===== src/ipwm_map.svh =====
// register map, field positions and constants of the 8-bit interval/pwm timer
`ifndef IPWM_MAP_SVH
`define IPWM_MAP_SVH

`define IPWM_ADDR_W         16
`define IPWM_OFS_MODE       16'hff10
`define IPWM_OFS_PERIOD     16'hff11
`define IPWM_OFS_DUTY       16'hff12
`define IPWM_OFS_STATUS     16'hff13
`define IPWM_OFS_PORT1_DIR  16'hff21
`define IPWM_OFS_PORT1_LAT  16'hff01

`define IPWM_BIT_OUT_EN     0
`define IPWM_BIT_IDLE_LEV   1
`define IPWM_LSB_MODE       2
`define IPWM_LSB_CLKSEL     4
`define IPWM_BIT_RUN        7

`define IPWM_MODE_INTERVAL  2'b00
`define IPWM_MODE_PWM       2'b10
`define IPWM_PORT1_DIR_RST  8'hff
`define IPWM_DUTY_SYNC_CLKS 2'd3
`define IPWM_PIN_OUT0       5
`define IPWM_PIN_OUT1       6

`endif


===== src/ipwm_pkg.sv =====
// types shared by the interval/pwm timer
package ipwm_pkg;
    typedef struct packed {
        logic [15:0] addr;
        logic [7:0]  wdata;
        logic        wr;
        logic        rd;
    } ipwm_bus_req_t;

    typedef enum logic [1:0] {
        IPWM_IDLE = 2'b00,
        IPWM_SKIP = 2'b01,
        IPWM_CNT  = 2'b11
    } ipwm_state_t;
endpackage


===== src/ipwm_clk_div.sv =====
// count clock enable divider selected by the clock select field
`timescale 1ns/1ps
`default_nettype none
module ipwm_clk_div (
    input  wire logic       core_clk,  // system clock
    input  wire logic       sys_rst,   // async reset, high
    input  wire logic       run,       // divider runs only while counting
    input  wire logic [2:0] sel,       // clock select field
    output logic            cnt_en     // one-cycle count enable
);
    import ipwm_pkg::*;

    typedef struct packed {
        logic [11:0] div;
        logic        en;
    } ipwm_div_st_t;

    ipwm_div_st_t st_reg;
    ipwm_div_st_t st_next;

    // divide exponents 0,2,4,6,12,7,9,3; the low-speed source is not modelled
    function automatic logic [11:0] ipwm_mask(input logic [2:0] s);
        case (s)
            3'd0:    ipwm_mask = 12'h000;
            3'd1:    ipwm_mask = 12'h003;
            3'd2:    ipwm_mask = 12'h00f;
            3'd3:    ipwm_mask = 12'h03f;
            3'd4:    ipwm_mask = 12'hfff;
            3'd5:    ipwm_mask = 12'h07f;
            3'd6:    ipwm_mask = 12'h1ff;
            default: ipwm_mask = 12'h007;
        endcase
    endfunction

    always_comb begin
        st_next = st_reg;
        st_next.en = 1'b0;
        if (!run) begin
            st_next.div = 12'h000;
        end else if ((st_reg.div & ipwm_mask(sel)) == ipwm_mask(sel)) begin
            st_next.div = 12'h000;
            st_next.en  = 1'b1;
        end else begin
            st_next.div = st_reg.div + 12'h001;
        end
    end

    always_ff @(posedge core_clk or posedge sys_rst) begin
        if (sys_rst) begin
            st_reg <= '0;
        end else begin
            st_reg <= st_next;
        end
    end

    assign cnt_en = st_reg.en;
endmodule
`default_nettype wire


===== src/ipwm_timer.sv =====
// 8-bit interval / pwm timer with register port and port 1 direction
`timescale 1ns/1ps
`default_nettype none
`include "ipwm_map.svh"
module ipwm_timer (
    input  wire logic                   core_clk,     // 50 mhz clock
    input  wire logic                   sys_rst,      // async reset, high
    input  wire ipwm_pkg::ipwm_bus_req_t bus_req,     // register request
    output logic [7:0]                  rdata,        // read data, cycle after read
    output logic                        match_irq,    // period match pulse
    output logic                        timer_output, // timer output level
    output logic [7:0]                  port1_oe,     // port 1 driver enables
    output logic [7:0]                  port1_out     // port 1 pin values
);
    import ipwm_pkg::*;

    typedef struct packed {
        logic [7:0]  mode;
        logic [7:0]  period;
        logic [7:0]  duty;
        logic [7:0]  duty_pend;
        logic        pend;
        logic [1:0]  sync_cnt;
        logic [7:0]  port1_dir;
        logic [7:0]  port1_lat;
        logic [7:0]  count;
        logic        cmp_duty;
        ipwm_state_t state;
        logic        active;
        logic        irq;
        logic        tout;
        logic [7:0]  rdata;
        logic [7:0]  p_oe;
        logic [7:0]  p_out;
    } ipwm_st_t;

    ipwm_st_t st_reg;
    ipwm_st_t st_next;
    logic     cnt_en;
    logic     run_bit;
    logic     is_pwm;
    logic     out_en;
    logic     idle_lev;

    assign run_bit  = st_reg.mode[`IPWM_BIT_RUN];
    assign is_pwm   = st_reg.mode[`IPWM_LSB_MODE+1 -: 2] == `IPWM_MODE_PWM;
    assign out_en   = st_reg.mode[`IPWM_BIT_OUT_EN];
    assign idle_lev = st_reg.mode[`IPWM_BIT_IDLE_LEV];

    ipwm_clk_div u_div (
        .core_clk (core_clk),
        .sys_rst  (sys_rst),
        .run      (run_bit),
        .sel      (st_reg.mode[`IPWM_LSB_CLKSEL +: 3]),
        .cnt_en   (cnt_en)
    );

    function automatic logic ipwm_hit(input logic [15:0] a, input logic [15:0] ofs);
        ipwm_hit = a == ofs;
    endfunction

    // ------------------------------------------------------------
    // next state
    // ------------------------------------------------------------
    always_comb begin
        logic       wr_duty;
        logic       pmatch;
        logic       dmatch;
        logic       tout_n;
        wr_duty = 1'b0;
        pmatch  = 1'b0;
        dmatch  = 1'b0;
        tout_n  = 1'b0;
        st_next = st_reg;
        st_next.irq = 1'b0;

        // register writes; mode bits other than run are locked while running
        if (bus_req.wr) begin
            if (ipwm_hit(bus_req.addr, `IPWM_OFS_MODE)) begin
                if (run_bit) begin
                    st_next.mode[`IPWM_BIT_RUN] = bus_req.wdata[`IPWM_BIT_RUN];
                end else begin
                    st_next.mode = bus_req.wdata;
                end
            end
            if (ipwm_hit(bus_req.addr, `IPWM_OFS_PERIOD)) begin
                st_next.period = bus_req.wdata;
            end
            if (ipwm_hit(bus_req.addr, `IPWM_OFS_DUTY)) begin
                wr_duty = 1'b1;
            end
            if (ipwm_hit(bus_req.addr, `IPWM_OFS_PORT1_DIR)) begin
                st_next.port1_dir = bus_req.wdata;
            end
            if (ipwm_hit(bus_req.addr, `IPWM_OFS_PORT1_LAT)) begin
                st_next.port1_lat = bus_req.wdata;
            end
        end

        // duty writes while running are latched, then moved at a duty match after three count clocks; stopped writes load at once
        if (wr_duty) begin
            st_next.duty_pend = bus_req.wdata;
            st_next.pend      = 1'b1;
            st_next.sync_cnt  = 2'd0;
            if (!run_bit) begin
                st_next.duty = bus_req.wdata;
                st_next.pend = 1'b0;
            end
        end else if (st_reg.pend && cnt_en && st_reg.sync_cnt != `IPWM_DUTY_SYNC_CLKS) begin
            st_next.sync_cnt = st_reg.sync_cnt + 2'd1;
        end

        case (st_reg.state)
            IPWM_IDLE: begin
                st_next.count    = 8'h00;
                st_next.cmp_duty = 1'b0;
                st_next.active   = 1'b0;
                if (run_bit) begin
                    // pwm masks the first count clock
                    st_next.state = is_pwm ? IPWM_SKIP : IPWM_CNT;
                end
            end
            IPWM_SKIP: begin
                if (!run_bit) begin
                    st_next.state = IPWM_IDLE;
                end else if (cnt_en) begin
                    st_next.state = IPWM_CNT;
                end
            end
            IPWM_CNT: begin
                if (!run_bit) begin
                    st_next.state  = IPWM_IDLE;
                    st_next.count  = 8'h00;
                    st_next.active = 1'b0;
                end else if (cnt_en) begin
                    pmatch = !st_reg.cmp_duty && st_reg.count == st_reg.period;
                    dmatch = is_pwm && st_reg.cmp_duty && st_reg.count == st_reg.duty;
                    if (pmatch) begin
                        st_next.count = 8'h00;
                        st_next.irq   = 1'b1;
                        if (is_pwm) begin
                            st_next.active   = 1'b1;
                            st_next.cmp_duty = 1'b1;
                        end else begin
                            st_next.active = !st_reg.active;
                        end
                    end else begin
                        st_next.count = st_reg.count + 8'h01;
                    end
                    if (dmatch) begin
                        st_next.active   = 1'b0;
                        st_next.cmp_duty = 1'b0;
                    end
                    // a pending duty moves on a duty match once settled
                    if (dmatch && st_reg.pend && st_reg.sync_cnt == `IPWM_DUTY_SYNC_CLKS) begin
                        st_next.duty = st_reg.duty_pend;
                        st_next.pend = 1'b0;
                    end
                end
            end
            default: begin
                st_next.state = IPWM_IDLE;
            end
        endcase

        // output gated by enable; idle level sets polarity
        tout_n = out_en && st_next.active;
        st_next.tout = tout_n ^ idle_lev;

        // pins 5 and 6 carry the timer output when their latch is zero
        st_next.p_oe  = ~st_next.port1_dir;
        st_next.p_out = st_next.port1_lat;
        st_next.p_out[`IPWM_PIN_OUT0] = st_next.port1_lat[`IPWM_PIN_OUT0] | st_next.tout;
        st_next.p_out[`IPWM_PIN_OUT1] = st_next.port1_lat[`IPWM_PIN_OUT1] | st_next.tout;

        st_next.rdata = 8'h00;
        if (bus_req.rd) begin
            if (ipwm_hit(bus_req.addr, `IPWM_OFS_MODE)) st_next.rdata = st_reg.mode;
            if (ipwm_hit(bus_req.addr, `IPWM_OFS_PERIOD)) st_next.rdata = st_reg.period;
            if (ipwm_hit(bus_req.addr, `IPWM_OFS_DUTY)) st_next.rdata = st_reg.duty;
            if (ipwm_hit(bus_req.addr, `IPWM_OFS_STATUS)) st_next.rdata = st_reg.count;
            if (ipwm_hit(bus_req.addr, `IPWM_OFS_PORT1_DIR)) st_next.rdata = st_reg.port1_dir;
            if (ipwm_hit(bus_req.addr, `IPWM_OFS_PORT1_LAT)) st_next.rdata = st_reg.port1_lat;
        end
    end

    always_ff @(posedge core_clk or posedge sys_rst) begin
        if (sys_rst) begin
            st_reg           <= '0;
            st_reg.state     <= IPWM_IDLE;
            st_reg.port1_dir <= `IPWM_PORT1_DIR_RST;
        end else begin
            st_reg <= st_next;
        end
    end

    assign rdata        = st_reg.rdata;
    assign match_irq    = st_reg.irq;
    assign timer_output = st_reg.tout;
    assign port1_oe     = st_reg.p_oe;
    assign port1_out    = st_reg.p_out;

    // ------------------------------------------------------------
    // checks
    // ------------------------------------------------------------
    a_stop_clears_count: assert property (@(posedge core_clk) disable iff (sys_rst)
        !run_bit |=> st_reg.count == 8'h00) else $error("count not cleared when stopped");
    a_stop_kills_out: assert property (@(posedge core_clk) disable iff (sys_rst)
        $fell(run_bit) |=> !match_irq && timer_output == idle_lev)
        else $error("output not inactive after stop");
    a_pwm_stop_out: assert property (@(posedge core_clk) disable iff (sys_rst)
        (is_pwm && !run_bit) |=> !st_reg.active) else $error("pwm active while stopped");
    a_period_match_irq: assert property (@(posedge core_clk) disable iff (sys_rst)
        (st_reg.state == IPWM_CNT && run_bit && cnt_en && !st_reg.cmp_duty
         && st_reg.count == st_reg.period) |=> match_irq && st_reg.count == 8'h00)
        else $error("period match missed");
    a_duty_no_irq: assert property (@(posedge core_clk) disable iff (sys_rst)
        (st_reg.state == IPWM_CNT && run_bit && cnt_en && st_reg.cmp_duty && is_pwm
         && st_reg.count == st_reg.duty) |=> !match_irq && !st_reg.active && !st_reg.cmp_duty)
        else $error("duty match wrong");
    a_pwm_active_set: assert property (@(posedge core_clk) disable iff (sys_rst)
        (match_irq && is_pwm && run_bit) |-> st_reg.active && st_reg.cmp_duty)
        else $error("pwm match did not activate");
    a_interval_no_duty: assert property (@(posedge core_clk) disable iff (sys_rst)
        !is_pwm |-> !st_reg.cmp_duty) else $error("duty compare used in interval");
    a_interval_toggle: assert property (@(posedge core_clk) disable iff (sys_rst)
        (match_irq && !is_pwm && run_bit && !$past(st_reg.irq)) |-> st_reg.active != $past(st_reg.active))
        else $error("no toggle on interval match");
    a_skip_first_clk: assert property (@(posedge core_clk) disable iff (sys_rst)
        (st_reg.state == IPWM_SKIP) |-> st_reg.count == 8'h00 && !st_reg.active)
        else $error("counting during skip");
    a_dir_enables: assert property (@(posedge core_clk) disable iff (sys_rst)
        port1_oe == ~$past(st_next.port1_dir)) else $error("port enable mismatch");
endmodule
`default_nettype wire


===== config.mk =====
export PLATFORM = sky130hd
export DESIGN_NAME = ipwm_timer
export DESIGN_NICKNAME = d
export VERILOG_FILES = /design/src/ipwm_pkg.sv /design/src/ipwm_clk_div.sv /design/src/ipwm_timer.sv
export VERILOG_INCLUDE_DIRS = /design/src
export SDC_FILE = /design/constraint.sdc
export NUM_CORES = 1
export LEC_CHECK = 0
export BUFFER_PORTS_ARGS = -buffer_cell sky130_fd_sc_hd__buf_2
export CAP_MARGIN = 20
export CORE_AREA = 2 2 116 118
export DETAILED_ROUTE_END_ITERATION = 16
export DIE_AREA = 0 0 118 120
export GPL_TIMING_DRIVEN = 0
export SYNTH_ARGS = -nofsm -noshare
export SYNTH_HDL_FRONTEND = slang
export SYNTH_SLANG_ARGS = --single-unit

===== constraint.sdc =====
create_clock -name core_clk -period 3.6 [get_ports core_clk]
set_input_delay 0.72 -clock core_clk [delete_from_list [all_inputs] [get_ports core_clk]]
set_output_delay 0.72 -clock core_clk [all_outputs]
set_load 0.01 [all_outputs]

Word-level counts from Yosys, hierarchy flattened
Cells that the tools add are included.
- reductions and logical operators: 20
- mux-type cells: 53
- add/subtract/negate cells: 3
- equal/unequal tests: 28
- bitwise operators: 6
- operator list (cell ; count):
    8-bit two-way mux ; 16
    16-bit equality test (second input constant) ; 6
    12-bit case mux with 7 select lines ; 1
    12-bit two-way mux ; 3
    1-bit two-way mux ; 18
    2-bit two-way mux ; 9
    9-bit case mux with 2 select lines ; 1
    17-bit two-way mux ; 1
    8-bit equality test ; 2
    16-bit two-way mux ; 1
    12-bit by 1-bit adder with 12-bit output (second input constant) ; 1
    12-bit AND ; 1
    12-bit equality test ; 1
    3-bit equality test (second input constant) ; 3
    9-bit two-way mux ; 1
    8-bit by 1-bit adder with 8-bit output (second input constant) ; 1
    1-bit logical AND ; 8
    2-bit inequality test (second input constant) ; 4
    8-bit inverter ; 1
    2-bit equality test (second input constant) ; 3
    3-bit by 2-bit equality test with 1-bit output (second input constant) ; 2
    3-bit by 2-bit inequality test with 1-bit output (second input constant) ; 2
    3-bit inequality test (second input constant) ; 2
    2-bit case mux with 3 select lines ; 1
    other kinds (15) ; 21
- word-level logic and storage cells: 130
- input port bits: 28
- bits in registers: 102
- output and inout port bits: 26

Logic depth before layout (Yosys ltp)
Gate-level depths: netlist (run 1).
- word-level depth: 10
- depth in mapped cells: 8
- mapped depth without buffers: 8

Modules after synthesis
A second synthesis (run 1) with hierarchy kept.
- cells, all modules: 443
- area total of the unflattened synthesis: 4918.5 µm²
- by module, submodules not included (module ; seq. area each (µm²) ; times used ; area each (µm²) ; cells an instance):
    ipwm_timer ; 2087.0 ; 1 ; 4184.0 ; 371
    ipwm_clk_div ; 325.3 ; 1 ; 734.5 ; 72

Worst setup path before layout (run 1)
Ideal clock, no wire load.
- path kind: input to register
- from: in bus_req[13] (netlist bit)
- to: reg st_reg, in the netlist port1_oe[0]
- arrival time: 2700 ps
- path buffers: 0
- data required time: 3539 ps
- library setup time: 61 ps
- path slack: 839 ps
- cell stages on the path: 6
- path through: or4b_4 -> or3_4 -> nor4b_4 -> nand2_4 -> mux2_4 -> inv_2
- RTL lines (item ; RTL line ; RTL):
    start: declaration ; ipwm_timer.sv:8 ; input wire ipwm_pkg::ipwm_bus_req_t bus_req,
    end signal: assignment ; ipwm_timer.sv:193 ; st_reg <= st_next;
    end: declaration ; ipwm_timer.sv:37 ; ipwm_st_t st_reg;

Worst setup path in the final report (run 1)
- from: in bus_req[13] (netlist bit)
- to: reg st_reg[83] (netlist bit)
- longest elaborated chain between the ends: 2
- RTL lines (item ; RTL line ; RTL):
    16-bit equality test ; ipwm_timer.sv:59 ; ipwm_hit = a == ofs;
    3-bit AND reduction (no line) ; n/a ;
Every way passes these cells.
A chain may end at the register's enable or synchronous reset.

==> results.json, run 1 <==
{
  "ant_nets": 0,
  "synth_top_area_share_pct": 46.0,
  "globalplace.congestion": 0.830,
  "num_vias": 3345,
  "grt_pass1_wl_um": 17700,
  "wl_um": 10600,
  "seq_area_sq_um": 2410,
  "numCtsBuffers": 9,
  "fmax_ghz": 0.353,
  "netlist_top_cells_area": "dfrtp_1, mux2_2, dfstp_2, buf_4, xor2_1",
  "dieWidth_um": 118,
  "crit_path_max_fanout": 7,
  "startpoint_type": "primary input",
  "syn-mean-instance-area_sq_um": 11.4,
  "cts.hold.buffers_added": 0,
  "hold-worst-slack_ns": 0.335,
  "synth_ff_type": "dfrtp_1",
  "reg2reg_from": "st_reg[34]",
  "rows": 42,
  "synth_common_cells": "dfrtp_1, mux2_2, nand2_1",
  "fin_tns_setup_ns": 0,
  "syn2layout_area_growth_pct": 17.3,
  "synth.most_common_cell": "dfrtp_1",
  "io_pins": 54,
  "die_area_sq_um": 14200,
  "syn_nets": 455,
  "drv_slew": 0,
  "viasPerCell": 5.02,
  "drc": 0,
  "core_area_sq_um": 13000,
  "maxCapViolCount": 0,
  "rr_endpoint": "st_reg[66]",
  "clk_pin_slew_ns": 0.07,
  "antenna_cells": 0,
  "grtUsageTotal_pct": 15.8,
  "overflow": 0,
  "rsz0062_at_grt": "false",
  "finalCritPeriodShare_pct": 78.7,
  "first_global_vias": 3351,
  "postCtsSetupBuffers": 0,
  "worstPathArrival_ns": 3.06,
  "min_path_type": "primary input to asynchronous set/reset pin",
  "numPortBuffers": 52,
  "cp.required_ns": 3.82,
  "ys_types": 53,
  "pwr-share-clk_pct": 46.9,
  "clk_latency_ns": 0.35,
  "firstDrtPassIters": 6,
  "synth-edff-count": 0,
  "ys_warn_count": 0,
  "crit_type": "primary input to flip-flop",
  "numClockSinks": 96,
  "switchingPower_w": 0.000467,
  "p_seq_share_pct": 49.7,
  "synth_top_cell_by_area": "dfrtp_1",
  "synth_area_sq_um": 4790,
  "fin_area_sq_um": 5620,
  "r2r_slack_ns": 0.82,
  "power_leakage_nw": 2.61,
  "worst_slew_pin_slew_ns": 0.900,
  "fin_skew_ns": 0.0125,
  "synth-seq-cells": 96,
  "slew_headroom_pct": 39.5,
  "pwr_density_cell_nw_per_um2": 387,
  "layout_min_cycle_time_ns": 2.83,
  "ctsResizeCount": 0,
  "die_y_um": 120,
  "clock_tree.buffer_depth": 2,
  "layout-drive-gt1-share_pct": 33.5,
  "start_util_pct": 36.9,
  "largest_reg_flops": 54,
  "nets": 519,
  "fillers": 1234,
  "swShare_pct": 21.5,
  "place_area_sq_um": 5300,
  "ir_worst_vdd_uv": 214,
  "p_int_w": 0.00171,
  "antenna_found_initial": 0,
  "multiInputGateArea_sq_um": 2120,
  "grt_max_degree": 75,
  "status": "complete, no violations",
  "drt-initial-drc-count": 275,
  "htreeDepth": 3,
  "crit_path_end_kind": "flip-flop",
  "synth-seq-area-share_pct": 50.4,
  "dpl.hpwl_um": 7880,
  "final_core_util_pct": 43.3,
  "cts_tree": "yes",
  "hold_violations": 0,
  "routedWlPerCell_um": 16.0,
  "setup_violations": 0,
  "synthArstFlopShare_pct": 100,
  "root_buffer": "clkbuf_16",
  "syn_inst": 421,
  "r2r_cells": 7,
  "combPwrFrac_pct": 3.5
}
==> cell type report <==
class	instances	area share, %
inverter	12	0.847
buffer	33	3.81
timing repair buffer	53	5.12
clock inverter	3	0.847
multi-input combinational	280	37.7
clock buffer	13	4.81
tap	176	3.92
sequential	96	42.9
==> cells in the final DEF (no fill, tap or decap), types with 3 or more instances in the layout <==
cell,synthesis,layout
a21boi_0,8,8
a21oi_1,4,4
a222oi_1,6,6
and2_1,4,4
and3_1,7,7
buf_2,0,52
buf_4,24,24
clkbuf_1,8,9
clkbuf_16,0,9
clkbuf_8,0,3
dfrtp_1,88,88
dfstp_2,8,8
ha_1,6,6
inv_1,7,6
inv_2,5,5
mux2_2,42,42
mux2_4,5,5
mux2i_1,12,12
mux4_2,3,3
nand2_1,33,33
nand2b_1,8,8
nand3_1,11,11
nand4_1,6,6
nor2_1,28,28
nor2b_1,7,7
nor3_1,5,5
nor4_1,3,3
o21ai_0,23,23
o21bai_1,3,3
xnor2_1,10,10
xor2_1,18,18
==> worst max path at each step <==
stage	start	to	slack, ns
2_1_floorplan	sys_rst	idle_lev	0.39
3_3_place_gp	sys_rst	port1_oe[5]	-0.73
3_5_place_dp	bus_req[13]	st_reg[83]	0.42
4_1_cts	bus_req[13]	st_reg[83]	0.76
5_1_grt	st_reg[34]	st_reg[66]	0.55
6_report	bus_req[13]	st_reg[83]	0.77
==> critical path, cell delays in order <==
cell and delay (ns):
buf_2 0.10, or4b_4 0.54, nor4_1 0.41, nor2b_1 0.21, nand2_1 0.13, nor2_1 0.54
mux2_2 0.41
==> power by group through the flow <==
stage / Combinational, W / Sequential [W] / Clock, W
3_3_place_gp: 0.0000716 / 0.00110 / 0
4_1_cts: 0.0000780 / 0.00108 / 0.00104
5_1_grt: 0.0000846 / 0.00108 / 0.00108
2_1_floorplan: 0.0000350 / 0.00110 / 0
3_5_place_dp: 0.0000777 / 0.00110 / 0
6_report: 0.0000756 / 0.00108 / 0.00102
==> per-layer routing <==
metal / vias up / track usage [%] / share of wire (%)
met2: 82 / 26.0 / 49
met5: - / 0 / 0
li1: 1589 / - / -
met4: 0 / 4.74 / 1.1
met3: 11 / 3.18 / 3.9
met1: 1663 / 21.0 / 46
==> cell families (layout without fill, tap and decap cells) <==
group / Yosys count / count (layout) / synth area share (%)
simple gates: 125 / 125 / 13.9
flops: 96 / 96 / 50.4
mux: 62 / 62 / 15.4
compound gates: 59 / 59 / 8.26
buf+inv: 45 / 114 / 5.41
xor+xnor: 28 / 28 / 5.12
fa+ha+maj: 6 / 6 / 1.57
==> stage by stage <==
step	worst slack (ns)	total power (W)	cells
2_1_floorplan	0.388	0.00113	421
3_3_place_gp	-0.733	0.00117	649
3_5_place_dp	0.416	0.00118	650
4_1_cts	0.761	0.00219	666
5_1_grt	0.553	0.00224	666
6_report	0.766	0.00217	666
(Power assumes the default switching activity.)
==> run 2, diff against run 1 <==
- ABC_AREA: default -> 1
- CORE_AREA: 2 2 116 118 -> 2 2 119 121
- DIE_AREA: 0 0 118 120 -> 0 0 121 123
- clock period: 3.6 -> 2.97 ns (I/O delays scaled with it)
==> run 2 against run 1 <==
Design area grew 5.1%. Global-route usage grew 3.0 points. Clock skew decreased by 0.0044 ns. Register-to-register slack better by 0.25 ns. Cell count rose by 31%. Sequential power grew 25%. Largest cell class unchanged. Clock power increased by 9.8%. Critical path type unchanged. Total power is 28% higher. Setup slack improved by 0.28 ns. First-iteration DRC count rose by 15%.
==> results.json, run 2 <==
{
  "status": "complete, no violations",
  "fin_ws_ns": 1.04,
  "fin_cells": 874,
  "rr_endpoint": "st_reg[66]",
  "die_y_um": 123,
  "worstPathArrival_ns": 2.18,
  "synth-edff-count": 0,
  "synth-seq-area-share_pct": 47.4,
  "numCtsBuffers": 9,
  "finalCritPeriodShare_pct": 64.8,
  "synth_common_cells": "nand2_1, dfrtp_1, inv_1",
  "antenna_found_initial": 0,
  "syn_inst": 623,
  "largest_reg_flops": 54,
  "synth_top_cell_by_area": "dfrtp_1",
  "dieWidth_um": 121,
  "synth_area_sq_um": 5090,
  "ys_types": 46,
  "drv_slew": 0,
  "fillers": 1381,
  "hold_violations": 0,
  "overflow": 0,
  "wl_um": 13200,
  "clk_latency_ns": 0.35,
  "htreeDepth": 3,
  "io_pins": 54,
  "drt-initial-drc-count": 316,
  "layout_common_cells": "nand2_1, dfrtp_1, inv_1",
  "fmax_ghz": 0.519,
  "slew_headroom_pct": 63.3,
  "viasPerCell": 4.90,
  "layout-drive-gt1-share_pct": 22.2,
  "firstDrtPassIters": 5,
  "syn2layout_area_growth_pct": 16.0,
  "grt_max_degree": 44,
  "antenna_cells": 0,
  "layout_min_cycle_time_ns": 1.93,
  "num_vias": 4280,
  "drc": 0,
  "reg2reg_from": "st_reg[27]",
  "ir_worst_vdd_uv": 321,
  "globalplace.congestion": 0.882,
  "r2r_slack_ns": 1.07,
  "maxCapViolCount": 0,
  "rows": 43,
  "numClockSinks": 96,
  "rsz0062_at_grt": "false",
  "power_leakage_nw": 2.81,
  "netlist_top_cells_area": "dfrtp_1, nand2_1, o21ai_0, inv_1, nor2_1",
  "setup_violations": 0,
  "worst_slew_pin_slew_ns": 0.550,
  "routedWlPerCell_um": 15.1,
  "nets": 723,
  "ctsResizeCount": 0,
  "crit_type": "primary input to flip-flop",
  "fin_tns_setup_ns": 0,
  "r2r_cells": 9,
  "root_buffer": "clkbuf_16",
  "core_area_sq_um": 13600,
  "postCtsSetupBuffers": 0,
  "numPortBuffers": 53,
  "die_area_sq_um": 14900,
  "grtUsageTotal_pct": 18.7,
  "crit_path_end_kind": "flip-flop",
  "dpl.hpwl_um": 9870,
  "ys_warn_count": 0,
  "first_global_vias": 4132,
  "startpoint_type": "primary input",
  "final_common_cell": "nand2_1",
  "synth-seq-cells": 96,
  "cp.required_ns": 3.23,
  "pwr_density_cell_nw_per_um2": 472,
  "start_util_pct": 37.4,
  "clk_pin_slew_ns": 0.07,
  "place_inst": 858,
  "syn_nets": 657,
  "pre_cts_ws_ns": 0.658,
  "cts.hold.buffers_added": 0,
  "synth_ff_type": "dfrtp_1",
  "synthArstFlopShare_pct": 100,
  "fin_skew_ns": 0.00810,
  "synth_top_area_share_pct": 43.3,
  "synth.most_common_cell": "nand2_1",
  "cts_tree": "yes",
  "clock_tree.buffer_depth": 2,
  "ant_nets": 0,
  "crit_path_max_fanout": 10,
  "syn-mean-instance-area_sq_um": 8.17,
  "crit_start": "bus_req[13]",
  "min_path_type": "primary input to asynchronous set/reset pin",
  "grt_pass1_wl_um": 21300
}
## run 2: cell types whose count changed in the layout (fill, tap and decap cells not counted), sizes merged, moves of 8 or more
cell / before / now
inv: 14 / 83
nor2: 29 / 66
mux2i: 12 / 1
o21ai: 23 / 75
nand3: 11 / 42
mux2: 47 / 1
nand2b: 8 / 0
a21boi: 8 / 0
nand2: 34 / 141
a21oi: 4 / 21
## run 2: critical path: stages
cell and delay, ns:
buf_2 0.10, or2_4 0.26, nor2_2 0.14, nand2_1 0.10, nor3_1 0.21, nand2_1 0.29
clkbuf_1 0.28, o21ai_0 0.22
## run 2: cell type report
class	count	area [sq um]	share of cell area [%]
buffer	35	244	4.13
tap	180	225	3.81
timing repair buffer	55	305	5.17
clock buffer	16	282	4.77
inverter	84	319	5.40
multi-input combinational	408	2120	35.9
sequential	96	2410	40.9
## run 2: how the worst max path moves through the flow
stage,endpoint,cells past startpoint
2_1_floorplan,port1_oe[5],10
3_3_place_gp,st_reg[70],2
3_5_place_dp,st_reg[63],8
4_1_cts,st_reg[63],8
5_1_grt,st_reg[63],8
6_report,st_reg[63],8
## run 2: cells by family after synthesis
group	Yosys count	synth area share [%]
multiplexers	2	0.418
buffers and inverters	119	11.0
AND/OR/NAND/NOR	266	23.7
XOR/XNOR	16	2.75
AO/OA/AOI/OAI	118	13.3
flip-flops	96	47.4
adder cells (fa/ha/maj)	6	1.48
## run 2: per-layer routing
| metal | vias to the layer above | wire length (um) | global-route usage, % |
|---|---|---|---|
| met1 | 2044 | 6360 | 26.9 |
| li1 | 2105 | - | - |
| met3 | 19 | 697 | 3.97 |
| met2 | 112 | 5900 | 28.0 |
| met4 | 0 | 222 | 6.47 |
| met5 | - | 0 | 0 |
## run 2: through the flow
stage / hold WS, ns / area [sq um] / power [W] / utilization (%)
CTS: 0.204 / 5900 / 0.00281 / 43.4
floorplan: 0.430 / 5090 / 0.00159 / -
global route: 0.220 / 5900 / 0.00291 / 43.4
detailed placement: 0.471 / 5620 / 0.00169 / 41.3
finish: 0.203 / 5900 / 0.00279 / 43.4
global placement: 0.447 / 5580 / 0.00167 / 41.0
## run 2: where the power goes
part / switching (W) / internal, W / total, W
sequential: 0.0000156 / 0.00133 / 0.00135
clock: 0.000484 / 0.000639 / 0.00112
combinational: 0.000211 / 0.000109 / 0.000320
total: 0.000710 / 0.00208 / 0.00279
==> run 3, diff against run 2 <==
- ABC_AREA: 1 -> 0
- CORE_AREA: 2 2 119 121 -> 2 2 116 118
- DIE_AREA: 0 0 121 123 -> 0 0 118 120
- clock period: 2.97 -> 1.89 ns (I/O delays scaled with it)
==> run 3 against run 2 <==
The flow now finishes with violations (negative setup slack). Wire length shrank 12%. Sequential power grew 53%. Via count fell by 19%. Hold slack worse by 0.054 ns. Non-clock buffer count is 18 higher. Core utilization rose by 4.8 points. Critical path type unchanged. Critical endpoint is now port1_oe[0]. Largest cell class is now multi-input gates. Largest power group unchanged. Highest routed layer unchanged.
==> results.json, run 3 (synthesis results as in run 1) <==
{
  "maxCapViolCount": 0,
  "dieWidth_um": 118,
  "pre_cts_ws_ns": -0.956,
  "layout-drive-gt1-share_pct": 48.1,
  "start_util_pct": 36.9,
  "power_leakage_nw": 2.86,
  "setup_violations": 63,
  "drv_slew": 0,
  "fin_area_sq_um": 6260,
  "hold_violations": 0,
  "fmax_ghz": 0.482,
  "cts.hold.buffers_added": 0,
  "place_area_sq_um": 5370,
  "first_global_vias": 3486,
  "globalplace.congestion": 0.791,
  "overflow": 0,
  "wl_um": 11600,
  "drc": 0,
  "startpoint_type": "primary input",
  "clock_tree.buffer_depth": 2,
  "pwr_density_cell_nw_per_um2": 667,
  "final_common_cell": "dfrtp_1",
  "grtUsageTotal_pct": 16.5,
  "crit_path_max_fanout": 8,
  "io_pins": 54,
  "violations": "negative setup slack",
  "rsz0062_at_grt": "true",
  "final_core_util_pct": 48.2,
  "firstDrtPassIters": 5,
  "root_buffer": "clkbuf_16",
  "grt_max_degree": 38,
  "r2r_cells": 6,
  "nets": 541,
  "num_vias": 3485,
  "largest_reg_flops": 54,
  "slew_headroom_pct": 50.9,
  "crit_type": "primary input to flip-flop",
  "layout_common_cells": "dfrtp_1, buf_2, buf_4",
  "htreeDepth": 3,
  "ant_nets": 0,
  "fin_skew_ns": 0.0126,
  "numCtsBuffers": 9,
  "rows": 42,
  "layout_min_cycle_time_ns": 2.07,
  "core_area_sq_um": 13000,
  "die_y_um": 120,
  "clk_latency_ns": 0.34,
  "crit_path_end_kind": "flip-flop",
  "cp.required_ns": 2.18,
  "numPortBuffers": 52,
  "routedWlPerCell_um": 16.9,
  "finalCritPeriodShare_pct": 110,
  "syn2layout_area_growth_pct": 30.7,
  "grt_pass1_wl_um": 18300,
  "antenna_cells": 0,
  "status": "finished with violations",
  "fin_ws_ns": -0.183,
  "ir_worst_vdd_uv": 420,
  "worst_slew_pin_slew_ns": 0.735,
  "min_path_type": "primary input to asynchronous set/reset pin",
  "viasPerCell": 5.07,
  "antenna_found_initial": 0,
  "numClockSinks": 96,
  "drt-initial-drc-count": 230,
  "dpl.hpwl_um": 7940,
  "clk_pin_slew_ns": 0.07,
  "die_area_sq_um": 14200,
  "cts_tree": "yes",
  "worstPathArrival_ns": 2.36,
  "fillers": 1200
}
[run 3: changes by cell type in the layout (fill, tap and decap cells not counted), sizes merged, moves of 31 or more]
cell / delta
inv: -70
nor2: -37
o21ai: -52
nand3: -31
mux2: +46
nand2: -107
[run 3: worst max-delay path: stages]
cell and delay (ns):
buf_6 0.09, or4b_4 0.55, or3_4 0.39, nor4b_4 0.37, nand2_4 0.19, mux2_4 0.35
inv_2 0.04
[run 3: area by class of cell]
type                       count  area (sq um)  area share [%]
clock inverter                 5          88.8            1.42
clock buffer                  10           229            3.66
sequential                    96          2420            38.6
inverter                      12          48.8           0.780
buffer                        31           246            3.94
multi-input combinational    280          2470            39.5
timing repair buffer          77           537            8.58
tap                          176           220            3.52
[run 3: stage by stage]
stage | hold slack [ns] | TNS (ns) | std cells | total power, W
3_5_place_dp | 0.464 | -47.38 | 651 | 0.00225
6_report | 0.149 | -5.08 | 687 | 0.00417
3_3_place_gp | 0.451 | -71.08 | 649 | 0.00223
2_1_floorplan | 0.444 | -16.41 | 421 | 0.00216
5_1_grt | 0.203 | -8.31 | 687 | 0.00431
4_1_cts | 0.170 | -5.44 | 685 | 0.00422
[run 3: timing repair]
| item | in CTS | in global routing |
|---|---|---|
| gates resized for setup | 74 | 53 |
| setup buffers | 19 | 4 |
| pin swaps | 22 | 20 |
| endpoints found under the setup margin | 75 | 81 |
| endpoints found under the hold margin | 0 | 0 |
| cloned | 2 | 0 |
[run 3: metal layers]
layer,vias to the layer above,global-route usage [%],wire length (um)
li1,1636,-,-
met1,1748,21.5,5210
met2,81,27.1,5590
met3,20,3.52,453
met4,0,6.25,342
met5,-,0,0
[run 3: worst paths after layout]
kind / startpoint / to / slack, ns
max: bus_req[13] / port1_oe[0] / -0.18
min: sys_rst / port1_oe[3] / 0.15
max reg2reg: st_reg[36] / st_reg[34] / -0.14
min reg2reg: st_reg[59] / st_reg[67] / 0.47
max in group asynchronous: sys_rst / st_reg[47] / 0.85
min in group core_clk: bus_req[8] / port1_oe[6] / 0.34
[run 3: power by group]
group	internal [W]	switching (W)	leakage (nW)
combinational	0.0000574	0.000103	1.49
clock	0.00117	0.000788	0.155
sequential	0.00206	0.000000767	1.22
